<file path="src/rtl/pmc_params.svh">
// Purpose: offsets, field positions, reset values and timing for the power management control
// Assumes: 100 MHz clk_i, APB with 12-bit byte addresses
// Notes: the package holds the types
//
// Overview of operation
// - the control register answers reads in every power state.
// - self-clearing two-bit field selects full power, wake detect or energy detect.
// - any write to the byte order test register wakes a sleeping device.
// - phy reset bit holds the phy in reset at least 100us, then self-clears.
// - writes to the phy reset bit are ignored while it reads high.
// - enabled wake frame event drives pin if enabled, interrupt always.
// - enabled energy event drives pin if enabled, interrupt always.
// - wake cause reads none, energy, frame, or both events.
// - wake cause bits clear on write one, only once their source is clear.
// - wake cause bits cannot clear until full power with ready set.
// - pulse select gives a 50ms pin pulse, else a continuous level.
// - pin deasserts when causes or the relevant enables are cleared.
// - in push-pull the polarity bit selects active high or active low.
// - pin enable gates only the pin, never the interrupt.
// - read-only ready flag sets once the device has settled.
`ifndef PMC_PARAMS_SVH
`define PMC_PARAMS_SVH

// ----------------------------------------
// register offsets
// ----------------------------------------
`define PMC_OFF_CTRL 12'h084
`define PMC_OFF_WAKE_POKE 12'h064

// ----------------------------------------
// field positions
// ----------------------------------------
`define PMC_F_READY 0
`define PMC_F_PIN_EN 1
`define PMC_F_POL 2
`define PMC_F_PULSE 3
`define PMC_F_CAUSE_LO 4
`define PMC_F_CAUSE_HI 5
`define PMC_F_TYPE 6
`define PMC_F_ENERGY_EN 8
`define PMC_F_WF_EN 9
`define PMC_F_PHY_RESET 10
`define PMC_F_MODE_LO 12
`define PMC_F_MODE_HI 13

// ----------------------------------------
// reset values
// ----------------------------------------
`define PMC_RST_BIT 1'b0
`define PMC_RST_CAUSE 2'b00

// ----------------------------------------
// timing
// ----------------------------------------
`define PMC_CLK_MHZ 100
`define PMC_PHY_RESET_US 100
`define PMC_PULSE_MS 50
`define PMC_PHY_RESET_CYC (`PMC_PHY_RESET_US * `PMC_CLK_MHZ)
`define PMC_PULSE_CYC (`PMC_PULSE_MS * 1000 * `PMC_CLK_MHZ)
`define PMC_SETTLE_CYC 16

`endif

</file>
<file path="src/rtl/pmc_pkg.sv">
// Purpose: types of the power management control
// Assumes: nothing
// Notes: offsets and timing live in pmc_params.svh
package pmc_pkg;

  // ----------------------------------------
  // sequencer states, gray along run-sleep-settle
  // ----------------------------------------
  typedef enum logic [1:0] {
    PMC_ST_RUN = 2'b00,
    PMC_ST_SLEEP = 2'b01,
    PMC_ST_SETTLE = 2'b11
  } pmc_fsm_t;

  // ----------------------------------------
  // power state field codes
  // ----------------------------------------
  typedef enum logic [1:0] {
    PMC_PS_FULL_POWER_STATE = 2'b00,
    PMC_PS_WAKE_DETECT_STATE = 2'b01,
    PMC_PS_ENERGY_DETECT_STATE = 2'b10,
    PMC_PS_RESERVED = 2'b11
  } pmc_pstate_t;

endpackage

</file>
<file path="src/rtl/pmc_timer.sv">
// Purpose: one-shot cycle timer, busy for exactly CYCLES cycles after start
// Assumes: start_i is a one-cycle pulse on clk_i
// Notes: a start while busy is ignored; abort_i ends the run with no done
`timescale 1ns/100ps
module pmc_timer #(
  parameter int CYCLES = 16
) (
  input wire logic clk_i,
  input wire logic arst_n_i,
  input wire logic start_i,
  input wire logic abort_i,
  output logic busy_o,
  output logic done_o
);

  localparam int W = $clog2(CYCLES + 1);

  logic [W-1:0] cnt_q;
  logic busy_q;

  wire last_w = busy_q & (cnt_q == W'(1));
  wire load_w = start_i & ~busy_q;

  always_ff @(posedge clk_i or negedge arst_n_i) begin
    if (!arst_n_i) begin
      cnt_q <= '0;
      busy_q <= 1'b0;
    end else if (load_w) begin
      cnt_q <= W'(CYCLES);
      busy_q <= 1'b1;
    end else if (abort_i | last_w) begin
      cnt_q <= '0;
      busy_q <= 1'b0;
    end else if (busy_q) begin
      cnt_q <= cnt_q - W'(1);
    end
  end

  assign busy_o = busy_q;
  assign done_o = last_w & ~abort_i;

endmodule

</file>
<file path="src/rtl/pmc_ctrl.sv">
// Purpose: power management control register with wake pin, phy reset and ready sequencing
// Assumes: event inputs are levels from detectors on clk_i; APB master on clk_i
// Notes: one wait state on every APB access so that read data comes from a flop
//
// The APB slave port was chosen for this implementation.
`timescale 1ns/100ps
`include "pmc_params.svh"
module pmc_ctrl #(
  parameter int PHY_RESET_CYCLES = `PMC_PHY_RESET_CYC,
  parameter int PULSE_CYCLES = `PMC_PULSE_CYC,
  parameter int SETTLE_CYCLES = `PMC_SETTLE_CYC
) (
  input wire logic clk_i,
  input wire logic arst_n_i,
  input wire logic psel_i,
  input wire logic penable_i,
  input wire logic pwrite_i,
  input wire logic [11:0] paddr_i,
  input wire logic [31:0] pwdata_i,
  input wire logic [3:0] pstrb_i,
  output logic [31:0] prdata_o,
  output logic pready_o,
  output logic pslverr_o,
  input wire logic energy_detect_i,
  input wire logic wake_frame_i,
  output logic phy_reset_o,
  output pmc_pkg::pmc_pstate_t power_state_o,
  output logic device_ready_o,
  output logic wake_event_interrupt_o,
  output logic wake_event_pin_o,
  output logic wake_event_pin_oe_o
);
  import pmc_pkg::*;

  // ----------------------------------------
  // state
  // ----------------------------------------
  pmc_fsm_t st_q;
  pmc_fsm_t st_d;
  pmc_pstate_t mode_q;
  pmc_pstate_t mode_d;
  logic ready_q;
  logic ready_d;
  logic read_seen_q;
  logic read_seen_d;
  logic boot_q;
  logic phy_q;
  logic wf_en_q;
  logic energy_en_q;
  logic type_q;
  logic pulse_q;
  logic pol_q;
  logic pin_en_q;
  logic [1:0] cause_q;
  logic [1:0] cause_d;
  logic pready_q;
  logic pslverr_q;
  logic [31:0] prdata_q;
  logic irq_q;
  logic pin_act_q;
  logic pin_q;
  logic pin_oe_q;

  // ----------------------------------------
  // apb decode
  // ----------------------------------------
  wire acc_w = psel_i & penable_i;
  wire first_w = acc_w & ~pready_q;
  wire done_w = acc_w & pready_q;
  wire hit_ctrl_w = (paddr_i == `PMC_OFF_CTRL);
  wire hit_poke_w = (paddr_i == `PMC_OFF_WAKE_POKE);
  wire hit_w = hit_ctrl_w | hit_poke_w;
  wire lane0_w = pstrb_i[0];
  wire lane1_w = pstrb_i[1];
  wire rd_done_w = done_w & ~pwrite_i;
  wire poke_wr_w = done_w & pwrite_i & hit_poke_w;
  // control writes count only once ready and after a read; other control writes are dropped silently
  wire wr_ok_w = done_w & pwrite_i & hit_ctrl_w & ready_q & read_seen_q;
  wire wr_hi_w = wr_ok_w & lane1_w;
  wire wr_lo_w = wr_ok_w & lane0_w;
  wire [1:0] w_mode_w = pwdata_i[`PMC_F_MODE_HI:`PMC_F_MODE_LO];
  wire mode_ok_w = (w_mode_w == PMC_PS_WAKE_DETECT_STATE) |
                   (w_mode_w == PMC_PS_ENERGY_DETECT_STATE);

  // register image; the control register is always served, whatever the state
  wire [31:0] ctrl_rd_w = {18'h00000, mode_q, 1'b0, phy_q, wf_en_q, energy_en_q, 1'b0,
                           type_q, cause_q, pulse_q, pol_q, pin_en_q, ready_q};
  wire [31:0] rd_w = hit_ctrl_w ? ctrl_rd_w : 32'h00000000;

  // ----------------------------------------
  // wake causes
  // ----------------------------------------
  wire [1:0] src_w = {wake_frame_i, energy_detect_i};
  wire [1:0] set_w = src_w & {wf_en_q, energy_en_q};
  wire clr_ok_w = wr_lo_w & (st_q == PMC_ST_RUN);
  wire [1:0] clr_w = {2{clr_ok_w}} & pwdata_i[`PMC_F_CAUSE_HI:`PMC_F_CAUSE_LO] &
                     ~src_w;
  wire en_cause_w = |(cause_q & {wf_en_q, energy_en_q});

  // ----------------------------------------
  // sequencer
  // ----------------------------------------
  wire enter_w = wr_hi_w & mode_ok_w & (st_q == PMC_ST_RUN);
  wire wake_w = (st_q == PMC_ST_SLEEP) & (poke_wr_w | (|set_w));
  wire settle_done_w;
  wire phy_start_w = wr_hi_w & pwdata_i[`PMC_F_PHY_RESET] & ~phy_q;
  wire phy_done_w;
  wire pulse_busy_w;
  wire pulse_start_w = pulse_q & (|(set_w & ~cause_q));

  pmc_timer #(
    .CYCLES(SETTLE_CYCLES)
  ) u_settle (
    .clk_i(clk_i),
    .arst_n_i(arst_n_i),
    .start_i(boot_q | wake_w),
    .abort_i(1'b0),
    .busy_o(),
    .done_o(settle_done_w)
  );

  pmc_timer #(
    .CYCLES(PHY_RESET_CYCLES)
  ) u_phy (
    .clk_i(clk_i),
    .arst_n_i(arst_n_i),
    .start_i(phy_start_w),
    .abort_i(1'b0),
    .busy_o(),
    .done_o(phy_done_w)
  );

  // the pulse stops early once no cause with its enable set remains
  pmc_timer #(
    .CYCLES(PULSE_CYCLES)
  ) u_pulse (
    .clk_i(clk_i),
    .arst_n_i(arst_n_i),
    .start_i(pulse_start_w),
    .abort_i(~en_cause_w),
    .busy_o(pulse_busy_w),
    .done_o()
  );

  always_comb begin
    st_d = st_q;
    mode_d = mode_q;
    ready_d = ready_q;
    read_seen_d = read_seen_q | rd_done_w;
    case (st_q)
      PMC_ST_RUN: begin
        if (enter_w) begin
          st_d = PMC_ST_SLEEP;
          mode_d = pmc_pstate_t'(w_mode_w);
          ready_d = 1'b0;
        end
      end
      PMC_ST_SLEEP: begin
        if (wake_w) begin
          st_d = PMC_ST_SETTLE;
          mode_d = PMC_PS_FULL_POWER_STATE;
          read_seen_d = rd_done_w;
        end
      end
      PMC_ST_SETTLE: begin
        if (settle_done_w) begin
          st_d = PMC_ST_RUN;
          ready_d = 1'b1;
        end
      end
      default: begin
        st_d = PMC_ST_SETTLE;
        ready_d = 1'b0;
      end
    endcase
  end

  always_ff @(posedge clk_i or negedge arst_n_i) begin
    if (!arst_n_i) begin
      st_q <= PMC_ST_SETTLE;
      mode_q <= PMC_PS_FULL_POWER_STATE;
      ready_q <= `PMC_RST_BIT;
      read_seen_q <= `PMC_RST_BIT;
      boot_q <= 1'b1;
    end else begin
      st_q <= st_d;
      mode_q <= mode_d;
      ready_q <= ready_d;
      read_seen_q <= read_seen_d;
      boot_q <= 1'b0;
    end
  end

  // ----------------------------------------
  // control bits
  // ----------------------------------------
  assign cause_d = set_w | (cause_q & ~clr_w);

  always_ff @(posedge clk_i or negedge arst_n_i) begin
    if (!arst_n_i) begin
      phy_q <= `PMC_RST_BIT;
      cause_q <= `PMC_RST_CAUSE;
    end else begin
      phy_q <= phy_start_w | (phy_q & ~phy_done_w);
      cause_q <= cause_d;
    end
  end

  always_ff @(posedge clk_i or negedge arst_n_i) begin
    if (!arst_n_i) begin
      wf_en_q <= `PMC_RST_BIT;
      energy_en_q <= `PMC_RST_BIT;
    end else if (wr_hi_w) begin
      wf_en_q <= pwdata_i[`PMC_F_WF_EN];
      energy_en_q <= pwdata_i[`PMC_F_ENERGY_EN];
    end
  end

  always_ff @(posedge clk_i or negedge arst_n_i) begin
    if (!arst_n_i) begin
      type_q <= `PMC_RST_BIT;
      pulse_q <= `PMC_RST_BIT;
      pol_q <= `PMC_RST_BIT;
      pin_en_q <= `PMC_RST_BIT;
    end else if (wr_lo_w) begin
      type_q <= pwdata_i[`PMC_F_TYPE];
      pulse_q <= pwdata_i[`PMC_F_PULSE];
      pol_q <= pwdata_i[`PMC_F_POL];
      pin_en_q <= pwdata_i[`PMC_F_PIN_EN];
    end
  end

  // ----------------------------------------
  // apb answer
  // ----------------------------------------
  always_ff @(posedge clk_i or negedge arst_n_i) begin
    if (!arst_n_i) begin
      pready_q <= 1'b0;
      pslverr_q <= 1'b0;
      prdata_q <= 32'h00000000;
    end else begin
      pready_q <= first_w;
      pslverr_q <= first_w & ~hit_w;
      prdata_q <= first_w ? rd_w : prdata_q;
    end
  end

  // ----------------------------------------
  // wake pin and interrupt
  // ----------------------------------------
  // interrupt ignores the pin enable; the pin follows pulse or level choice
  wire irq_d_w = en_cause_w;
  wire pin_act_d_w = pin_en_q & en_cause_w & (~pulse_q | pulse_busy_w);
  // open drain only sinks, so polarity has no meaning there
  wire pin_d_w = type_q & (pol_q ? pin_act_d_w : ~pin_act_d_w);
  wire pin_oe_d_w = type_q | pin_act_d_w;

  always_ff @(posedge clk_i or negedge arst_n_i) begin
    if (!arst_n_i) begin
      irq_q <= 1'b0;
      pin_act_q <= 1'b0;
      pin_q <= 1'b0;
      pin_oe_q <= 1'b0;
    end else begin
      irq_q <= irq_d_w;
      pin_act_q <= pin_act_d_w;
      pin_q <= pin_d_w;
      pin_oe_q <= pin_oe_d_w;
    end
  end

  assign prdata_o = prdata_q;
  assign pready_o = pready_q;
  assign pslverr_o = pslverr_q;
  assign phy_reset_o = phy_q;
  assign power_state_o = mode_q;
  assign device_ready_o = ready_q;
  assign wake_event_interrupt_o = irq_q;
  assign wake_event_pin_o = pin_q;
  assign wake_event_pin_oe_o = pin_oe_q;

  // ----------------------------------------
  // checks
  // ----------------------------------------
  logic [31:0] phy_cnt_q;

  always_ff @(posedge clk_i or negedge arst_n_i) begin
    if (!arst_n_i) begin
      phy_cnt_q <= 32'h00000000;
    end else begin
      phy_cnt_q <= phy_q ? phy_cnt_q + 32'h00000001 : 32'h00000000;
    end
  end
endmodule

</file>
<file path="config.mk">
export PLATFORM = sky130hd
export DESIGN_NAME = pmc_ctrl
export DESIGN_NICKNAME = d
export VERILOG_FILES = /design/src/rtl/pmc_pkg.sv /design/src/rtl/pmc_timer.sv /design/src/rtl/pmc_ctrl.sv
export VERILOG_INCLUDE_DIRS = /design/src /design/src/rtl
export SDC_FILE = /design/constraint.sdc
export NUM_CORES = 1
export LEC_CHECK = 0
export ABC_CLOCK_PERIOD_IN_PS = 2600
export BUFFER_PORTS_ARGS = -buffer_cell sky130_fd_sc_hd__buf_4
export CAP_MARGIN = 20
export CORE_MARGIN = 2
export CORE_UTILIZATION = 54
export CTS_CLUSTER_DIAMETER = 150
export DETAILED_ROUTE_END_ITERATION = 10
export PLACE_DENSITY_LB_ADDON = 0.2
export SLEW_MARGIN = 5
export SYNTH_ARGS = -nofsm -noshare
export SYNTH_HDL_FRONTEND = slang
export SYNTH_SLANG_ARGS = --single-unit
export TNS_END_PERCENT = 100
</file>
<file path="constraint.sdc">
create_clock -name clk_i -period 2.6 [get_ports clk_i]
set_input_delay 0.26 -clock clk_i [delete_from_list [all_inputs] [get_ports clk_i]]
set_output_delay 0.26 -clock clk_i [all_outputs]
set_load 0.05 [all_outputs]
</file>
==> impl_metrics.ini, run 1 <==
[critical_path]
max_stage_delay_ps = 590
crit_slowest_cell = or4_4
r2r_setup_slack_ps = 560
crit_chain = or4_4 > nor4_4 > a41o_1 > nand2b_2 > nor2_1
worstSetupStartpointType = register
worstSetupPathType = reg2reg
setup.worst_path.end_class = register
required_ps = 2830
crit_arrival_ps = 2270
path_max_fanout = 13
critical-path-top-delay-family = simple AND/OR/NAND/NOR gates
cp.buffers_inverters = 0

[sta]
finalSetupTns_ps = 0
period_needed_ps = 2040
maxSlewHeadroom_pct = 34.3
fin_skew_ps = 10.9
rsz0062_at_grt = false
finalCritPeriodShare_pct = 78.6
hold_viol = 0
drv_slew = 0
setup_viol = 0
fmax_mhz = 490
worst_pin_slew_ps = 985

[drt]
wl_um = 8400
wire_per_inst_um = 15.3
num_vias = 3037
ant_nets = 0
vias_per_cell = 5.55
drc = 0
drt_iter0_markers = 164
firstDrtPassIters = 4

[clock_network]
cts_sinks = 78
clk_pin_slew_ps = 90
clockBufferDepth = 2
h-tree-depth = 3
cts_resized = 0
clkLatencyLatePin_ps = 350
postCtsHoldBufs = 0
cts_tree = done
cts_made_buffers = 9
root_buffer = clkbuf_8
cts_setup_buffers = 0

[logic_synthesis]
synthFlopType = dfrtp_1
netlist_area_um2 = 4070
yosysWarnings = 0
synth.ff_latch_count = 78
synth_common_cells = 75 x dfrtp_1, 39 x nor2_1, 21 x inv_1
synth.most_common_cell = dfrtp_1
synth_cells = 386
synthDistinctLibCells = 69
yosysSeqAreaShare_pct = 48.0
synthArstFlopShare_pct = 100
synth_top_area_cell = dfrtp_1
synth_top_area_share_pct = 46.1
synth-edff-count = 0
synthTopCellsByArea = dfrtp_1 46%, buf_4 3.7%, xor2_1 3.7%
synth.avg_cell_area_um2 = 10.6

[die]
core_um2 = 7290
start_util_pct = 55.9
die_w_um = 90.9
die_area_um2 = 8250
die_h_um = 90.9
pin_count = 96
num_rows = 31

[pwr]
p_leak_nw = 2.20
ir_worst_vdd_mv = 0.395
power.density_nw_per_um2 = 636
power.total_mw = 3.01

[final_layout]
diodes = 0
multi_input_area_um2 = 1910
fill_cells = 615
layout.nets = 509
area_growth_pct = 16.0
ff_latch_area_um2 = 1960
drive_above_1_share_pct = 22.1
fin_util_pct = 64.8

[global_routing]
grt_usage_pct = 21.4
grt-ovfl-total = 0
grt_start_max_net_pins = 79
grt_pass1_wl_um = 14100
grt_pass1_vias = 2875
antenna_found_initial = 0

[place]
portBuffers = 52
gp_congestion = 0.808
post-dp-hpwl_um = 5850

[hold_path]
hold_class = in2async

[flow_run]
drv_cap = 0

[status]
status = completed
[metal layers]
metal | routed length (µm) | track usage (%)
met1 | 3880 | 30.2
met2 | 4110 | 33.8
met3 | 277 | 4.42
met4 | 123 | 5.68
met5 | 0 | 0
[cells in the final DEF, fill, tap and decap left out, drive strengths merged, types with 3 or more instances in the layout]
cell type,count
dfrtp,75
buf,56
nor2,39
inv,21
conb,21
nand2,20
xor2,17
o21ai,17
nand3,16
a22o,14
xnor2,12
nor3,11
ha,10
clkbuf,9
mux2,9
nor4,9
a21oi,7
or3,6
nand3b,5
and2,4
a211oi,4
nand2b,4
nand4,4
or4,4
nor3b,3
nor2b,3
a31oi,3
o22ai,3
a21o,3
nand4b,3
dfstp,3
bufinv,3
[cell type report]
class | count | share of cell area, %
Clock inverter | 6 | 2.36
Multi-Input combinational cell | 278 | 40.5
Sequential cell | 78 | 41.4
Timing Repair Buffer | 56 | 8.89
Tap cell | 99 | 2.62
Clock buffer | 9 | 2.62
Inverter | 21 | 1.67
[stage by stage]
step | worst slack [ps] | cells | cell area, µm² | hold WS, ps
after CTS | 543 | 547 | 4730 | 98.7
final | 557 | 547 | 4730 | 45.6
after floorplan | 496 | 406 | 4150 | -35.6
after global placement | 511 | 532 | 4490 | 465
after detailed placement | 469 | 532 | 4490 | 469
after global routing | 405 | 547 | 4730 | 108
[cell families after synthesis]
| family | after synthesis | share of synthesized area, % |
|---|---|---|
| AND/OR/NAND/NOR | 141 | 20.9 |
| flip-flops | 78 | 48.0 |
| AO/OA/AOI/OAI | 67 | 12.1 |
| buffers and inverters | 50 | 6.88 |
| XOR/XNOR | 29 | 6.23 |
| adder cells (fa/ha/maj) | 10 | 3.07 |
| multiplexers | 10 | 2.73 |
| other | 1 | 0.0920 |
[worst paths after layout]
kind                              startpoint                  end  cells after the start
max in group asynchronous           arst_n_i    u_pulse.cnt_q[22]                      1
min reg2reg                           type_q  wake_event_pin_oe_o                      1
max reg2reg                u_pulse.cnt_q[12]     u_pulse.cnt_q[3]                      5
min in group clk_i                  pwrite_i          read_seen_q                      2
max                        u_pulse.cnt_q[12]     u_pulse.cnt_q[3]                      5
min                                 arst_n_i       u_phy.cnt_q[9]                      1
[power breakdown]
part | internal, mW | switching, mW | total, mW
Combinational | 0.222 | 0.325 | 0.547
Clock | 0.632 | 0.452 | 1.08
Sequential | 1.30 | 0.0745 | 1.37
[state kept, by name, summed over array words and instances (netlist names), 2 cells and up]
signal / flops
u_pulse.cnt_q: 23
u_phy.cnt_q: 14
prdata_o: 12
u_settle.cnt_q: 5
cause_q: 2
power_state_o: 2
st_q: 2
Power figures use the tool's default switching activity.
==> inputs of run 2 (changes only) <==
--- a/config.mk
+++ b/config.mk
@@ -6,11 +6,12 @@
 export SDC_FILE = /design/constraint.sdc
 export NUM_CORES = 1
 export LEC_CHECK = 0
-export ABC_CLOCK_PERIOD_IN_PS = 2600
+export ABC_AREA = 1
+export ABC_CLOCK_PERIOD_IN_PS = 2000
 export BUFFER_PORTS_ARGS = -buffer_cell sky130_fd_sc_hd__buf_4
 export CAP_MARGIN = 20
 export CORE_MARGIN = 2
-export CORE_UTILIZATION = 54
+export CORE_UTILIZATION = 55
 export CTS_CLUSTER_DIAMETER = 150
 export DETAILED_ROUTE_END_ITERATION = 10
 export PLACE_DENSITY_LB_ADDON = 0.2
==> constraint.sdc (replaced) <==
create_clock -name clk_i -period 2 [get_ports clk_i]
set_input_delay 0.2 -clock clk_i [delete_from_list [all_inputs] [get_ports clk_i]]
set_output_delay 0.2 -clock clk_i [all_outputs]
set_load 0.05 [all_outputs]
==> run 2 against run 1 <==
  * Synthesized area is 6.7% higher
  * Cell count rose by 34%
  * Clock-buffer cell count increased by 1
  * Total power increased by 13%
  * Worst hold slack improved by 33 ps
  * Sequential share of layout area is 2.8 points lower
  * First-iteration DRC count unchanged
  * Die area up 4.6%
  * Global-route usage is 2.7 points higher
  * Clock skew is essentially flat
  * Critical endpoint is now u_pulse.cnt_q[21]
  * Largest power group unchanged
==> impl_metrics.ini, run 2 <==
[global_routing]
grt_pass1_wl_um = 16700
grt_pass1_vias = 3728
grt-ovfl-total = 0
antenna_found_initial = 0
grt_usage_pct = 24.1
grt_start_max_net_pins = 79

[pwr]
switching_power_mw = 0.914
power_frac_clock_pct = 37.5
power.total_mw = 3.40
p_leak_nw = 2.68
ir_worst_vdd_mv = 0.541
p_seq_share_pct = 49.9
p_comb_share_pct = 12.6
internal-power_mw = 2.49
power.density_nw_per_um2 = 672
netSwitchingFraction_pct = 26.9

[sta]
maxSlewHeadroom_pct = 61.1
rsz0062_at_grt = false
worst_pin_slew_ps = 583
finalSetupTns_ps = 0
finalCritPeriodShare_pct = 83.8
fmax_mhz = 597
period_needed_ps = 1680
setup_viol = 0
hold_viol = 0
fin_skew_ps = 11.2
drv_slew = 0

[drt]
wire_per_inst_um = 12.7
highest_layer = met4
ant_nets = 0
drt_iter0_markers = 164
met2_length_um = 4720
wirelength_met1_um = 4200
drc = 0
num_vias = 3742
vias_per_cell = 5.09
firstDrtPassIters = 4
wl_um = 9370
met3_length_um = 363

[critical_path]
worstSetupStartpointType = register
crit_arrival_ps = 1950
required_ps = 2270
path_max_fanout = 5
worstSetupPathType = reg2reg
setup.worst_path.end_class = register
r2r_setup_slack_ps = 320

[clock_network]
clk_pin_slew_ps = 80
clockBufferDepth = 2
clkLatencyLatePin_ps = 350
cts_made_buffers = 9
cts_tree = done
cts_setup_buffers = 0
cts_sinks = 78
root_buffer = clkbuf_8
h-tree-depth = 3

[logic_synthesis]
synth-edff-count = 0
synth.most_common_cell = nand2_1
synth_top_family_by_area = simple AND/OR/NAND/NOR gates
synth_fa_ha_area_share_pct = 2.88
synthSimpleGateAreaFrac_pct = 31.5
synth.avg_cell_area_um2 = 7.72
synth_top_area_cell = dfrtp_1
synth_compound_area_share_pct = 6.04
synthArstFlopShare_pct = 100
yosysSeqAreaShare_pct = 45.0
synthDistinctLibCells = 38
netlist_area_um2 = 4350
synth.ff_latch_count = 78
yosysWarnings = 0
synth_cells = 563
synthTopCellsByArea = dfrtp_1 43%, nand2_1 13%, nand3_1 6.3%
synth_common_cells = 153 x nand2_1, 75 x dfrtp_1, 73 x nor2_1
synth_top_area_share_pct = 43.2
synthFlopType = dfrtp_1
synth_xor_area_share_pct = 4.43
synthMuxAreaShare_pct = 0.230

[flow_run]
drv_cap = 0

[place]
portBuffers = 52
post-dp-hpwl_um = 6880
place_area_um2 = 4840
gp_congestion = 0.924

[status]
status = completed

[final_layout]
area_growth_pct = 16.6
largest_reg_flops = 23
most-common-layout-cells = 153 x nand2_1, 75 x dfrtp_1, 73 x nor2_1
layout.nets = 693
diodes = 0
drive_above_1_share_pct = 15.0
fill_cells = 680
largest-register = u_pulse.cnt_q
fin_area_um2 = 5070
mostFrequentLayoutCell = nand2_1

[hold_path]
hold_class = in2reg

[die]
die_area_um2 = 8630
die_h_um = 92.9
start_util_pct = 56.6
die_w_um = 92.9
core_um2 = 7690
num_rows = 32
pin_count = 96
## run 2: changes by cell type after synthesis, sizes merged, moves of 9 or more
cell   delta
nand3    +40
inv      +41
a22o     -14
a21oi    +10
nand2   +135
nor2     +38
mux2      -9
## run 2: cells by family after synthesis
| group | after synthesis |
|---|---|
| compound gates | 45 |
| fa+ha+maj | 10 |
| other cells | 1 |
| mux | 1 |
| flops | 78 |
| simple gates | 315 |
| buf+inv | 91 |
| xor+xnor | 22 |
## run 2: final cells by class
| class | instances | area, µm² | share of cell area (%) |
|---|---|---|---|
| Clock buffer | 10 | 128 | 2.52 |
| Clock inverter | 6 | 86.3 | 1.70 |
| Inverter | 63 | 236 | 4.66 |
| Multi-Input combinational cell | 414 | 2040 | 40.3 |
| Sequential cell | 78 | 1960 | 38.6 |
| Tap cell | 102 | 128 | 2.52 |
| Timing Repair Buffer | 62 | 493 | 9.72 |
## run 2: final timing paths
check / from / end / cells after the start
max in group asynchronous: arst_n_i / st_q[1] / 3
hold / removal: pwrite_i / read_seen_q / 2
min in group asynchronous: arst_n_i / prdata_o[3] / 3
hold reg to reg: type_q / type_q / 2
setup / recovery: u_pulse.cnt_q[9] / u_pulse.cnt_q[21] / 6
setup reg to reg: u_pulse.cnt_q[9] / u_pulse.cnt_q[21] / 6
## run 2: timing repair
action,4_1_cts,5_1_grt
hold endpoints to repair,75,0
resized for setup,0,1
hold buffers,1,0
endpoints found under the setup margin,0,2
## run 2: routing by layer
layer / vias up / track usage, %
met3: 9 / 4.96
met5: - / 0
met2: 74 / 40.9
met4: 0 / 7.11
met1: 1784 / 31.1
li1: 1875 / -
## run 2: through the flow
step                      util, %  std cells  hold WS (ps)  worst slack [ps]
after floorplan                 -        583         -95.6               266
after CTS                    65.9        735          68.2               211
after global placement       63.0        718           258               302
final                        66.0        735          78.7               325
after global routing         66.0        735          81.4               113
after detailed placement     63.0        718           255               241
## run 2: worst max-delay path, cell delays in order (launching register included)
cell and delay [ps]:
dfrtp_1 440, or2_1 250, nor2_1 130, inv_1 70, nor3_1 410, nand3_1 130
a21oi_1 170
## run 2: power groups by stage
stage / combinational (mW) / sequential [mW] / clock (mW)
floorplan: 0.314 / 1.72 / 0
global placement: 0.410 / 1.72 / 0
detailed placement: 0.425 / 1.72 / 0
CTS: 0.431 / 1.70 / 1.31
global route: 0.483 / 1.71 / 1.38
finish: 0.429 / 1.70 / 1.28
